## src/core/edo_pkg.sv

```systemverilog
package edo_pkg;

  // Bus clock rate in MHz at which the burst timing holds.
  localparam int unsigned BUS_MHZ          = 33;
  // Clocks of the first data phase of a read and of a write.
  localparam logic [2:0]  READ_FIRST_CLKS  = 3'h4;
  localparam logic [2:0]  WRITE_FIRST_CLKS = 3'h3;
  // Clocks of every later data phase of a burst.
  localparam logic [2:0]  BURST_NEXT_CLKS  = 3'h1;
  // Width of the word address seen by the controller (32-bit words, 64 Mbyte span).
  localparam int unsigned ADDR_W           = 24;
  // Lowest address bit of the field that selects a 4 Mbyte slice of the word address.
  localparam int unsigned SLICE_LSB        = 20;
  // Size codes for the module in the socket.
  localparam logic [2:0]  SIZE_NONE        = 3'h0;
  localparam logic [2:0]  SIZE_4M          = 3'h1;
  localparam logic [2:0]  SIZE_8M          = 3'h2;
  localparam logic [2:0]  SIZE_16M         = 3'h3;
  localparam logic [2:0]  SIZE_32M         = 3'h4;
  // Size code after reset.
  localparam logic [2:0]  SIZE_RESET       = 3'h0;

  // Access sequencer states.
  typedef enum logic [1:0]
  {
    ST_IDLE  = 2'b00,
    ST_WAIT  = 2'b01,
    ST_DATA  = 2'b10,
    ST_RECOV = 2'b11
  } seq_state_e;

endpackage : edo_pkg

```

## src/core/edo_dram_ras_steering.sv

```systemverilog
module edo_dram_ras_steering
(
  input  wire logic        clk_sys,     // Bus clock.
  input  wire logic        resetn,      // Asynchronous reset, active low.
  input  wire logic        req_start,   // Address phase of a new access.
  input  wire logic        req_write,   // High for a write access.
  input  wire logic        req_last,    // High while the current phase is the last.
  input  wire logic [23:0] req_addr,    // Word address of the access.
  input  wire logic [1:0]  req_source,  // Requesting master: local, primary or secondary PCI.
  input  wire logic [31:0] wdata,       // Write data from the bus.
  input  wire logic [2:0]  size_set,    // Size setting from configuration logic.
  input  wire logic        size_load,   // Pulse that loads size_set.
  input  wire logic [31:0] dram_rdata,  // Read data from the DRAM devices.
  output logic             ready_n,     // Data phase done, active low.
  output logic [31:0]      rdata,       // Read data to the bus.
  output logic [31:0]      dram_wdata,  // Write data to the DRAM devices.
  output logic             ras_board_n, // Row strobe of the on-board bank.
  output logic             ras_simm_n,  // Row strobe of the socket bank.
  output logic             cas_n,       // Column strobe.
  output logic             we_n,        // Write enable.
  output logic [1:0]       owner        // Master that owns the present access.
);

  ////////////////////////////////////////////////////////////////////////////
  // State and next values.
  edo_pkg::seq_state_e state_q, state_d;     // Sequencer state.
  logic [2:0]          cnt_q, cnt_d;         // Wait clocks of the first phase left before ready is registered.
  logic                wr_q, wr_d;           // Access is a write.
  logic [2:0]          size_q, size_d;       // Programmed module size.
  logic                ready_n_q, ready_n_d; // Registered ready.
  logic                rb_q, rb_d;           // Registered on-board strobe.
  logic                rs_q, rs_d;           // Registered socket strobe.
  logic                cas_q, cas_d;         // Registered column strobe.
  logic                we_q, we_d;           // Registered write enable.
  logic [31:0]         rd_q, rd_d;           // Registered read data.
  logic [31:0]         wd_q, wd_d;           // Registered write data.
  logic [1:0]          own_q, own_d;         // Registered owner.
  logic                sel_board;            // Steering result for the board bank.
  logic                sel_simm;             // Steering result for the socket bank.

  ////////////////////////////////////////////////////////////////////////////
  // Strobe steering from the request address.
  ras_steer u_steer
  (
    .addr      (req_addr),
    .size_code (size_q),
    .sel_board (sel_board),
    .sel_simm  (sel_simm)
  );

  ////////////////////////////////////////////////////////////////////////////
  // Sequencer next-state logic.
  always_comb
  begin
    state_d   = state_q;
    cnt_d     = cnt_q;
    wr_d      = wr_q;
    ready_n_d = 1'b1;
    rb_d      = rb_q;
    rs_d      = rs_q;
    cas_d     = 1'b1;
    we_d      = we_q;
    own_d     = own_q;
    rd_d      = rd_q;
    wd_d      = wd_q;
    // Size setting is only changed by software; reset leaves board only.
    size_d    = size_load ? size_set : size_q;
    case (state_q)
      edo_pkg::ST_IDLE:
      begin
        // Any master is served alike, whatever bus it comes from.
        if (req_start)
        begin
          own_d   = req_source;
          wr_d    = req_write;
          rb_d    = ~sel_board;
          rs_d    = ~sel_simm;
          we_d    = ~req_write;
          // First phase counts down to its ready clock. The address clock and
          // the registered ready each take one clock of the phase.
          cnt_d   = (req_write ? edo_pkg::WRITE_FIRST_CLKS
                               : edo_pkg::READ_FIRST_CLKS) - 3'h3;
          state_d = edo_pkg::ST_WAIT;
        end
      end
      edo_pkg::ST_WAIT:
      begin
        // Wait states of the first phase only.
        if (cnt_q != 3'h0)
        begin
          cnt_d = cnt_q - 3'h1;
          // A read opens the column one clock early, so that the devices
          // drive valid data at the edge that captures them.
          if (!wr_q && cnt_q == 3'h1)
          begin
            cas_d = 1'b0;
          end
        end
        else
        begin
          ready_n_d = 1'b0;
          cas_d     = 1'b0;
          rd_d      = dram_rdata;
          wd_d      = wdata;
          state_d   = req_last ? edo_pkg::ST_RECOV : edo_pkg::ST_DATA;
        end
      end
      edo_pkg::ST_DATA:
      begin
        // Later phases finish every clock with EDO data held.
        ready_n_d = 1'b0;
        cas_d     = 1'b0;
        rd_d      = dram_rdata;
        wd_d      = wdata;
        if (req_last)
        begin
          state_d = edo_pkg::ST_RECOV;
        end
      end
      default:
      begin
        // The single recovery clock, then straight back to idle.
        rb_d    = 1'b1;
        rs_d    = 1'b1;
        we_d    = 1'b1;
        state_d = edo_pkg::ST_IDLE;
      end
    endcase
  end

  ////////////////////////////////////////////////////////////////////////////
  // Registers.
  always_ff @(posedge clk_sys or negedge resetn)
  begin
    if (!resetn)
    begin
      state_q   <= edo_pkg::ST_IDLE;
      cnt_q     <= 3'h0;
      wr_q      <= 1'b0;
      size_q    <= edo_pkg::SIZE_RESET;
      ready_n_q <= 1'b1;
      rb_q      <= 1'b1;
      rs_q      <= 1'b1;
      cas_q     <= 1'b1;
      we_q      <= 1'b1;
      rd_q      <= 32'h0000_0000;
      wd_q      <= 32'h0000_0000;
      own_q     <= 2'h0;
    end
    else
    begin
      state_q   <= state_d;
      cnt_q     <= cnt_d;
      wr_q      <= wr_d;
      size_q    <= size_d;
      ready_n_q <= ready_n_d;
      rb_q      <= rb_d;
      rs_q      <= rs_d;
      cas_q     <= cas_d;
      we_q      <= we_d;
      rd_q      <= rd_d;
      wd_q      <= wd_d;
      own_q     <= own_d;
    end
  end

  assign ready_n     = ready_n_q;
  assign rdata       = rd_q;
  assign dram_wdata  = wd_q;
  assign ras_board_n = rb_q;
  assign ras_simm_n  = rs_q;
  assign cas_n       = cas_q;
  assign we_n        = we_q;
  assign owner       = own_q;

  ////////////////////////////////////////////////////////////////////////////
  // Checks.
  a_read_first: assert property (@(posedge clk_sys) disable iff (!resetn)
    (req_start && state_q == edo_pkg::ST_IDLE && !req_write) |-> ##3 !ready_n_q)
    else $error("read first phase not four clocks");
  a_read_nofast: assert property (@(posedge clk_sys) disable iff (!resetn)
    (req_start && state_q == edo_pkg::ST_IDLE && !req_write) |-> ##1 ready_n_q [*2])
    else $error("read ready too early");
  a_write_first: assert property (@(posedge clk_sys) disable iff (!resetn)
    (req_start && state_q == edo_pkg::ST_IDLE && req_write) |-> ##1 ready_n_q ##1 !ready_n_q)
    else $error("write first phase not three clocks");
  a_burst_nowait: assert property (@(posedge clk_sys) disable iff (!resetn)
    (state_q == edo_pkg::ST_DATA) |-> ##1 !ready_n_q)
    else $error("wait state inside burst");
  a_one_recov: assert property (@(posedge clk_sys) disable iff (!resetn)
    (state_q == edo_pkg::ST_RECOV) |=> (state_q == edo_pkg::ST_IDLE))
    else $error("more than one recovery clock");
  a_strobe_excl: assert property (@(posedge clk_sys) disable iff (!resetn)
    !(!rb_q && !rs_q))
    else $error("both bank strobes active");
  a_board_top: assert property (@(posedge clk_sys) disable iff (!resetn)
    (req_start && state_q == edo_pkg::ST_IDLE && size_q == edo_pkg::SIZE_32M
     && req_addr[23:20] == 4'h8) |=> !rb_q && rs_q)
    else $error("board bank not above 32 Mbyte module");
  a_reset_board: assert property (@(posedge clk_sys) disable iff (!resetn)
    (size_q == edo_pkg::SIZE_NONE) |-> rs_q)
    else $error("socket strobe with no size set");
  a_data_pass: assert property (@(posedge clk_sys) disable iff (!resetn)
    (state_q == edo_pkg::ST_DATA) |=> rd_q == $past(dram_rdata))
    else $error("read data altered");
  a_cas_lead: assert property (@(posedge clk_sys) disable iff (!resetn)
    (state_q == edo_pkg::ST_WAIT && !wr_q && cnt_q == 3'h0) |-> !cas_q)
    else $error("read data taken with column closed");
  a_owner: assert property (@(posedge clk_sys) disable iff (!resetn)
    (req_start && state_q == edo_pkg::ST_IDLE) |=> own_q == $past(req_source))
    else $error("owner not captured");
  c_read: cover property (@(posedge clk_sys) disable iff (!resetn)
    state_q == edo_pkg::ST_WAIT && !wr_q ##1 state_q == edo_pkg::ST_DATA);
  c_write: cover property (@(posedge clk_sys) disable iff (!resetn)
    state_q == edo_pkg::ST_WAIT && wr_q ##1 state_q == edo_pkg::ST_RECOV);
  c_simm: cover property (@(posedge clk_sys) disable iff (!resetn) !rs_q);
  c_board_top: cover property (@(posedge clk_sys) disable iff (!resetn)
    !rb_q && size_q == edo_pkg::SIZE_32M);

endmodule : edo_dram_ras_steering

```

## src/core/ras_steer.sv

```systemverilog
// Maps a word address and the size setting to at most one of two bank strobes.
module ras_steer
(
  input  wire logic [23:0] addr,      // Word address of the access.
  input  wire logic [2:0]  size_code, // Programmed socket module size.
  output logic             sel_board, // On-board bank selected.
  output logic             sel_simm   // Socket bank selected.
);

  // Slice index of the address in 4 Mbyte units.
  logic [3:0] slice;
  // Slice at which the on-board bank sits, just above the module.
  logic [3:0] top_slice;

  assign slice = addr[edo_pkg::ADDR_W - 1:edo_pkg::SLICE_LSB];

  ////////////////////////////////////////////////////////////////////////////
  // The on-board bank always takes the slice just above the module.
  always_comb
  begin
    case (size_code)
      edo_pkg::SIZE_4M:  top_slice = 4'h1;
      edo_pkg::SIZE_8M:  top_slice = 4'h2;
      edo_pkg::SIZE_16M: top_slice = 4'h4;
      edo_pkg::SIZE_32M: top_slice = 4'h8;
      default:           top_slice = 4'h0; // Only the on-board bank answers.
    endcase
    sel_board = (slice == top_slice);
    sel_simm  = (slice < top_slice);
  end

endmodule : ras_steer
```

## config.mk

```make
export PLATFORM = sky130hd
export DESIGN_NAME = edo_dram_ras_steering
export DESIGN_NICKNAME = d
export VERILOG_FILES = /design/src/core/edo_pkg.sv /design/src/core/edo_dram_ras_steering.sv /design/src/core/ras_steer.sv
export SDC_FILE = /design/constraint.sdc
export NUM_CORES = 1
export LEC_CHECK = 0
export BUFFER_PORTS_ARGS = -buffer_cell sky130_fd_sc_hd__buf_4
export CORE_UTILIZATION = 47
export DETAILED_ROUTE_END_ITERATION = 12
export PLACE_DENSITY = 0.83
export REMOVE_ABC_BUFFERS = 1
export SLEW_MARGIN = 5
export SYNTH_ARGS = -nofsm -noshare
export SYNTH_HDL_FRONTEND = slang
export SYNTH_SLANG_ARGS = --single-unit
export TNS_END_PERCENT = 50
```

## constraint.sdc

```tcl
create_clock -name clk_sys -period 2.15 [get_ports clk_sys]
set_input_delay 0.1075 -clock clk_sys [delete_from_list [all_inputs] [get_ports clk_sys]]
set_output_delay 0.1075 -clock clk_sys [all_outputs]
set_load 0.01 [all_outputs]
```

==> results of run 1 <==
where the power goes:
group	leakage, nW	switching [mW]	total, mW	internal [mW]
registers	0.936	0.477	2.77	2.30
logic	1.78	1.83	4.72	2.89
clock network	0.0946	0.583	1.05	0.467
state kept, by name, summed over array words and instances, names as in the netlist:
signal / flops
owner: 2
state_q: 2
size_q: 3
we_n: 1
dram_wdata: 32
cas_n: 1
ready_n: 1
rdata: 32
ras_simm_n: 1
ras_board_n: 1
cnt_q: 3
wr_q: 1
synth_stat cells, drive strengths merged:
library cell,n
dfstp,5
nand2b,2
nor2b,4
o211ai,1
nand4,1
a211oi,2
a21oi,4
and2b,1
o22ai,1
o22a,1
or2b,1
nand3b,1
buf,7
nor2,6
nand3,1
dfrtp,75
nor3b,1
a31oi,1
mux2,73
nand2,8
o21ai,6
ha,11
nand4b,1
and3,1
inv,8
a21boi,1
mux2i,1
through the flow:
step,setup WS (ns),cell area (um2),cells,hold WS (ns)
after floorplan,0.177,3520,218,-0.188
after global placement,0.176,4860,474,0.0892
after detailed placement,0.115,4860,474,0.104
after CTS,0.106,5750,560,0.00818
after global routing,0.0732,5750,560,0.00791
final,0.153,5750,560,0.0204
cells by family after synthesis:
| logic type | after synthesis | synth area share |
|---|---|---|
| buf+inv | 15 | 0.0443 |
| simple gates | 28 | 0.0497 |
| flops | 80 | 0.551 |
| mux | 74 | 0.290 |
| fa+ha+maj | 11 | 0.0377 |
| compound gates | 17 | 0.0278 |
cell type report:
type	instances	share of cell area
sequential	80	0.349
timing repair buffer	227	0.333
multi-input combinational	130	0.257
clock buffer	10	0.0239
tap	99	0.0215
clock inverter	6	0.00936
inverter	8	0.00522
layer usage:
metal | share of wire | wire (um) | GRT usage
met5 | 0 | 0 | 0
met1 | 0.38 | 3520 | 0.262
met4 | 0.032 | 301 | 0.136
met2 | 0.55 | 5170 | 0.438
met3 | 0.041 | 383 | 0.0457
worst paths after layout:
| path | end | from |
|---|---|---|
| setup reg to reg | rdata[26]$_DFFE_PN0P_ | state_q[1]$_DFFE_PN0P_ |
| hold / removal | wr_q$_DFFE_PN0P_ | req_write |
| setup / recovery | rdata[26]$_DFFE_PN0P_ | state_q[1]$_DFFE_PN0P_ |
| hold reg to reg | owner[1]$_DFFE_PN0P_ | owner[1]$_DFFE_PN0P_ |
| min in group asynchronous | rdata[4]$_DFFE_PN0P_ | resetn |
| max in group asynchronous | ready_n$_DFF_PN1_ | resetn |
repair_timing:
item | in CTS | in global routing
endpoints found under the hold margin | 101 | 0
setup endpoints to repair | 0 | 3
gates resized for setup | 0 | 1
hold buffers | 70 | 0
==> flow_results.xml, run 1 <==
<?xml version="1.0" encoding="UTF-8"?>
<metrics>
  <group name="logic_synthesis">
    <metric name="syn-cell-area" unit="mm2">0.00365</metric>
    <metric name="post_synth_inst_count" unit="">225</metric>
    <metric name="synth.lib_cells_used.distinct" unit="">32</metric>
    <metric name="synth.yosys.warnings" unit="">0</metric>
    <metric name="yosys_register_bits" unit="">80</metric>
    <metric name="post-synth-top-area-cell" unit="">sky130_fd_sc_hd__dfrtp_1</metric>
    <metric name="postSynthAreaPerCell" unit="um2">16.2</metric>
    <metric name="yosysTopAreaCellShare" unit="">0.515</metric>
    <metric name="synth_seq_area_share" unit="">0.551</metric>
    <metric name="ys_top_cells_by_area" unit="">sky130_fd_sc_hd__dfrtp_1, sky130_fd_sc_hd__mux2_4, sky130_fd_sc_hd__mux2_2, sky130_fd_sc_hd__ha_1, sky130_fd_sc_hd__dfstp_2</metric>
  </group>
  <group name="die">
    <metric name="die_height" unit="um">90.1</metric>
    <metric name="fp.coreArea" unit="mm2">0.00737</metric>
    <metric name="floorplan.die_area" unit="mm2">0.00812</metric>
    <metric name="initial_utilization" unit="">0.495</metric>
    <metric name="die_w" unit="um">90.1</metric>
    <metric name="floorplan.rows" unit="">31</metric>
    <metric name="i_o_pin_cnt" unit="">170</metric>
  </group>
  <group name="clock_network">
    <metric name="cts_buffer_depth" unit="">2</metric>
    <metric name="numClockSinks" unit="">80</metric>
    <metric name="post_cts.repair.setup_buffers" unit="">0</metric>
    <metric name="htreeDepth" unit="">3</metric>
    <metric name="cts_tree" unit="">done</metric>
    <metric name="clk_root_buffer_cell" unit="">sky130_fd_sc_hd__clkbuf_8</metric>
    <metric name="clock_transition_at_the_registers_of_the_reported_paths" unit="ns">0.08</metric>
    <metric name="clk_latency" unit="ns">0.35</metric>
    <metric name="cts-buffers-inserted" unit="">9</metric>
  </group>
  <group name="worst_setup_path">
    <metric name="worstSetupPathDepth" unit="">7</metric>
    <metric name="crit_slowest_cell" unit="">sky130_fd_sc_hd__dfrtp_1</metric>
    <metric name="timing.critical_path.to_type" unit="">flip-flop</metric>
    <metric name="timing.critical_path.required" unit="ns">2.37</metric>
    <metric name="maximum_single_stage_delay_on_the_critical_path" unit="ns">0.42</metric>
    <metric name="cp.arrival" unit="ns">2.22</metric>
    <metric name="worst-setup-path-type" unit="">reg -&gt; reg</metric>
    <metric name="critPathMaxFanout" unit="">20</metric>
    <metric name="rr_worst_depth" unit="">7</metric>
    <metric name="r2r_setup_slk" unit="ns">0.15</metric>
    <metric name="crit_path_start_kind" unit="">flip-flop</metric>
    <metric name="crit_path_cell_trace" unit="">inv_1 -&gt; ha_2 -&gt; nor2b_4 -&gt; nand2_4 -&gt; nand2_8 -&gt; buf_12 -&gt; mux2_4</metric>
    <metric name="cp_num_buf_inv" unit="">2</metric>
    <metric name="critPathTopFamily" unit="">simple AND/OR/NAND/NOR gates</metric>
  </group>
  <group name="place">
    <metric name="place.port_buffers" unit="">149</metric>
    <metric name="routabilityCongestion" unit="">0.785</metric>
    <metric name="dp_hpwl" unit="um">5570</metric>
  </group>
  <group name="power">
    <metric name="peakVddDrop" unit="uV">919</metric>
    <metric name="power_density" unit="mW/mm2">1490</metric>
    <metric name="p_leak" unit="nW">2.81</metric>
    <metric name="total_power" unit="mW">8.54</metric>
  </group>
  <group name="route">
    <metric name="drt-total-wl" unit="um">9370</metric>
    <metric name="drc" unit="">0</metric>
    <metric name="route.detailed.vias_per_inst" unit="">4.83</metric>
    <metric name="vias_after_detailed_routing" unit="">2705</metric>
    <metric name="drtPass1Iterations" unit="">4</metric>
    <metric name="routedWlPerCell" unit="um">16.7</metric>
    <metric name="antenna_violating_nets_post_route" unit="">0</metric>
    <metric name="dr.first_iter.drc_count" unit="">33</metric>
  </group>
  <group name="grt">
    <metric name="wire_length_of_the_first_global_routing_pass" unit="um">14900</metric>
    <metric name="antenna_found_initial" unit="">0</metric>
    <metric name="grt_max_degree" unit="">46</metric>
    <metric name="globalRoute.totalOverflow" unit="">0</metric>
    <metric name="grt_util_all_layers" unit="">0.241</metric>
    <metric name="first_global_vias" unit="">3033</metric>
  </group>
  <group name="timing">
    <metric name="fin_worst_skew" unit="ns">0.00926</metric>
    <metric name="timing.max_slew.rel_slack" unit="">0.676</metric>
    <metric name="finalCriticalPeriod" unit="ns">2.00</metric>
    <metric name="finalSetupViolations" unit="">0</metric>
    <metric name="period_share" unit="">0.929</metric>
    <metric name="max_freq" unit="MHz">501</metric>
    <metric name="timing.setup.tns" unit="ns">0</metric>
    <metric name="finalHoldViolations" unit="">0</metric>
    <metric name="transition_at_the_pin_with_the_smallest_max_transition_slack" unit="ns">0.486</metric>
    <metric name="finalMaxSlewViolations" unit="">0</metric>
    <metric name="grt_setup_unrepaired" unit="">no</metric>
  </group>
  <group name="layout">
    <metric name="n_fill_cell" unit="">453</metric>
    <metric name="layout_commonest_cell" unit="">sky130_fd_sc_hd__buf_4</metric>
    <metric name="most-common-layout-cells" unit="">sky130_fd_sc_hd__buf_4, sky130_fd_sc_hd__dfrtp_1, sky130_fd_sc_hd__dlygate4sd3_1</metric>
    <metric name="core_util_final" unit="">0.780</metric>
    <metric name="num_antenna_cells" unit="">0</metric>
    <metric name="regArea" unit="mm2">0.00201</metric>
    <metric name="synthesis_to_finish_area_growth" unit="%">57.7</metric>
    <metric name="area_taken_by_multi_input_logic_gates" unit="mm2">0.00148</metric>
    <metric name="drive_above_1_share" unit="">0.555</metric>
    <metric name="final_nets" unit="">566</metric>
  </group>
  <group name="run">
    <metric name="maxCapViolations" unit="">0</metric>
  </group>
  <group name="hold_path">
    <metric name="hold_depth" unit="">2</metric>
    <metric name="hold_path_class" unit="">in -&gt; reg</metric>
  </group>
  <group name="outcome">
    <metric name="status" unit="">finished clean</metric>
  </group>
</metrics>
No activity file was read; power rests on OpenSTA's default activity.
==> run 2: changes to the inputs <==
--- a/config.mk
+++ b/config.mk
@@ -8,6 +8,7 @@
 export BUFFER_PORTS_ARGS = -buffer_cell sky130_fd_sc_hd__buf_4
 export CORE_UTILIZATION = 47
 export DETAILED_ROUTE_END_ITERATION = 12
+export HOLD_SLACK_MARGIN = 0.15
 export PLACE_DENSITY = 0.83
 export REMOVE_ABC_BUFFERS = 1
 export SLEW_MARGIN = 5
==> run 2 against run 1 <==
Sequential power about the same. Critical path depth unchanged. Utilization up 0.81 points. First-iteration DRC count up 21%. Count of clock-buffer cells in the layout unchanged. Combinational power about the same. Setup slack better by 0.0036 ns. Design area up 1.0%. Non-clock buffer count up 6. Power up 0.21%. Routed wire length up 1.1%. Sequential share of layout area down 0.36 points. Critical path type unchanged.
==> flow_results.xml, run 2 (synthesis results as in run 1) <==
<?xml version="1.0" encoding="UTF-8"?>
<metrics>
  <group name="timing">
    <metric name="finalSetupViolations" unit="">0</metric>
    <metric name="period_share" unit="">0.927</metric>
    <metric name="finalCriticalPeriod" unit="ns">1.99</metric>
    <metric name="fin_hold_ws" unit="ns">0.220</metric>
    <metric name="finalHoldViolations" unit="">0</metric>
    <metric name="finalMaxSlewViolations" unit="">0</metric>
    <metric name="timing.max_slew.rel_slack" unit="">0.677</metric>
    <metric name="max_freq" unit="MHz">502</metric>
    <metric name="timing.setup.tns" unit="ns">0</metric>
    <metric name="fin_worst_skew" unit="ns">0.0101</metric>
    <metric name="transition_at_the_pin_with_the_smallest_max_transition_slack" unit="ns">0.485</metric>
    <metric name="grt_setup_unrepaired" unit="">no</metric>
  </group>
  <group name="worst_setup_path">
    <metric name="r2r_setup_slk" unit="ns">0.16</metric>
    <metric name="worst-setup-path-type" unit="">reg -&gt; reg</metric>
    <metric name="r2r-start" unit="">state_q[1]$_DFFE_PN0P_</metric>
    <metric name="crit_path_cell_trace" unit="">inv_1 -&gt; ha_2 -&gt; nor2b_4 -&gt; nand2_4 -&gt; nand2_8 -&gt; buf_12 -&gt; mux2_4</metric>
    <metric name="critPathMaxFanout" unit="">20</metric>
    <metric name="worstSetupPathDepth" unit="">7</metric>
    <metric name="maximum_single_stage_delay_on_the_critical_path" unit="ns">0.41</metric>
    <metric name="cp_num_buf_inv" unit="">2</metric>
    <metric name="cp.arrival" unit="ns">2.22</metric>
    <metric name="timing.critical_path.to_type" unit="">flip-flop</metric>
    <metric name="critPathTopFamily" unit="">simple AND/OR/NAND/NOR gates</metric>
    <metric name="timing.critical_path.required" unit="ns">2.37</metric>
    <metric name="critical_path.reg2reg.endpoint" unit="">rdata[26]$_DFFE_PN0P_</metric>
    <metric name="crit_path_start_kind" unit="">flip-flop</metric>
    <metric name="crit_slowest_cell" unit="">sky130_fd_sc_hd__dfrtp_1</metric>
    <metric name="rr_worst_depth" unit="">7</metric>
  </group>
  <group name="power">
    <metric name="peakVddDrop" unit="uV">918</metric>
    <metric name="power_density" unit="mW/mm2">1470</metric>
    <metric name="p_leak" unit="nW">2.83</metric>
  </group>
  <group name="route">
    <metric name="drt-total-wl" unit="um">9470</metric>
    <metric name="vias_after_detailed_routing" unit="">2726</metric>
    <metric name="routedWlPerCell" unit="um">16.7</metric>
    <metric name="drc" unit="">0</metric>
    <metric name="drtPass1Iterations" unit="">4</metric>
    <metric name="route.detailed.vias_per_inst" unit="">4.82</metric>
    <metric name="dr.first_iter.drc_count" unit="">40</metric>
    <metric name="antenna_violating_nets_post_route" unit="">0</metric>
  </group>
  <group name="layout">
    <metric name="final_nets" unit="">572</metric>
    <metric name="n_fill_cell" unit="">450</metric>
    <metric name="layout_commonest_cell" unit="">sky130_fd_sc_hd__buf_4</metric>
    <metric name="most-common-layout-cells" unit="">sky130_fd_sc_hd__buf_4, sky130_fd_sc_hd__dlygate4sd3_1, sky130_fd_sc_hd__dfrtp_1</metric>
    <metric name="num_antenna_cells" unit="">0</metric>
    <metric name="drive_above_1_share" unit="">0.548</metric>
    <metric name="synthesis_to_finish_area_growth" unit="%">59.3</metric>
  </group>
  <group name="hold_path">
    <metric name="hold_depth" unit="">5</metric>
    <metric name="hold_path_class" unit="">in -&gt; reg</metric>
    <metric name="min_from" unit="">req_addr[22]</metric>
    <metric name="holdPathEnd" unit="">ras_board_n$_DFFE_PN1P_</metric>
  </group>
  <group name="die">
    <metric name="initial_utilization" unit="">0.495</metric>
    <metric name="floorplan.rows" unit="">31</metric>
    <metric name="die_height" unit="um">90.1</metric>
    <metric name="fp.coreArea" unit="mm2">0.00737</metric>
    <metric name="i_o_pin_cnt" unit="">170</metric>
    <metric name="floorplan.die_area" unit="mm2">0.00812</metric>
    <metric name="die_w" unit="um">90.1</metric>
  </group>
  <group name="clock_network">
    <metric name="htreeDepth" unit="">3</metric>
    <metric name="cts_buffer_depth" unit="">2</metric>
    <metric name="numClockSinks" unit="">80</metric>
    <metric name="clock_transition_at_the_registers_of_the_reported_paths" unit="ns">0.08</metric>
    <metric name="clk_latency" unit="ns">0.35</metric>
    <metric name="clk_root_buffer_cell" unit="">sky130_fd_sc_hd__clkbuf_8</metric>
    <metric name="cts-buffers-inserted" unit="">9</metric>
    <metric name="cts_tree" unit="">done</metric>
    <metric name="post_cts.repair.setup_buffers" unit="">0</metric>
  </group>
  <group name="grt">
    <metric name="grt_util_all_layers" unit="">0.243</metric>
    <metric name="globalRoute.totalOverflow" unit="">0</metric>
    <metric name="antenna_found_initial" unit="">0</metric>
    <metric name="grt_max_degree" unit="">46</metric>
    <metric name="wire_length_of_the_first_global_routing_pass" unit="um">15100</metric>
    <metric name="first_global_vias" unit="">3077</metric>
  </group>
  <group name="outcome">
    <metric name="status" unit="">finished clean</metric>
  </group>
  <group name="place">
    <metric name="routabilityCongestion" unit="">0.785</metric>
    <metric name="dp_hpwl" unit="um">5570</metric>
    <metric name="place.port_buffers" unit="">149</metric>
  </group>
  <group name="run">
    <metric name="maxCapViolations" unit="">0</metric>
  </group>
</metrics>
-- run 2: repair_timing --
action | CTS | global route
hold endpoints to repair | 152 | 0
hold buffers | 76 | 0
resized for setup | 0 | 1
endpoints found under the setup margin | 0 | 3
-- run 2: worst min-delay path, stage by stage --
cell,delay (ns)
sky130_fd_sc_hd__buf_4,0.08
sky130_fd_sc_hd__ha_1,0.11
sky130_fd_sc_hd__nand2_1,0.06
sky130_fd_sc_hd__nor2_1,0.11
sky130_fd_sc_hd__a21oi_1,0.08
-- run 2: where the power goes --
group	internal, mW	switching (mW)	total (mW)
registers	2.30	0.478	2.77
clock network	0.467	0.585	1.05
logic	2.90	1.83	4.73
total	5.66	2.90	8.56
-- run 2: worst max path at each step --
stage | startpoint | to | slack (ns)
5_1_grt | state_q[1]$_DFFE_PN0P_ | rdata[26]$_DFFE_PN0P_ | 0.07
4_1_cts | state_q[1]$_DFFE_PN0P_ | rdata[26]$_DFFE_PN0P_ | 0.11
3_5_place_dp | state_q[1]$_DFFE_PN0P_ | dram_wdata[24]$_DFFE_PN0P_ | 0.11
6_report | state_q[1]$_DFFE_PN0P_ | rdata[26]$_DFFE_PN0P_ | 0.16
2_1_floorplan | state_q[1]$_DFFE_PN0P_ | dram_wdata[0]$_DFFE_PN0P_ | 0.18
3_3_place_gp | state_q[1]$_DFFE_PN0P_ | rdata[30]$_DFFE_PN0P_ | 0.18
-- run 2: cell type report --
| cell class | instances | area, um2 | share of cell area |
|---|---|---|---|
| clock buffers | 10 | 138 | 0.0237 |
| clock inverters | 6 | 53.8 | 0.00926 |
| inverters | 8 | 30.0 | 0.00517 |
| multi-input cells | 130 | 1480 | 0.255 |
| flip-flops and latches | 80 | 2010 | 0.346 |
| well taps | 99 | 124 | 0.0213 |
| repair buffers | 233 | 1980 | 0.340 |
-- run 2: routing by layer --
layer	vias to the layer above	routed length [um]	track usage
met1	1330	3560	0.263
met2	109	5210	0.443
met4	0	302	0.136
met3	24	394	0.0465
li1	1263	-	-
met5	-	0	0
-- run 2: stage by stage --
step / instance area (um2) / instances / total power, mW / setup WS [ns] / utilization
2_1_floorplan: 3520 / 218 / 5.51 / 0.177 / -
3_3_place_gp: 4860 / 474 / 7.19 / 0.176 / 0.659
3_5_place_dp: 4860 / 474 / 7.33 / 0.115 / 0.659
4_1_cts: 5810 / 566 / 8.52 / 0.106 / 0.788
5_1_grt: 5810 / 566 / 9.05 / 0.0737 / 0.788
6_report: 5810 / 566 / 8.56 / 0.157 / 0.788
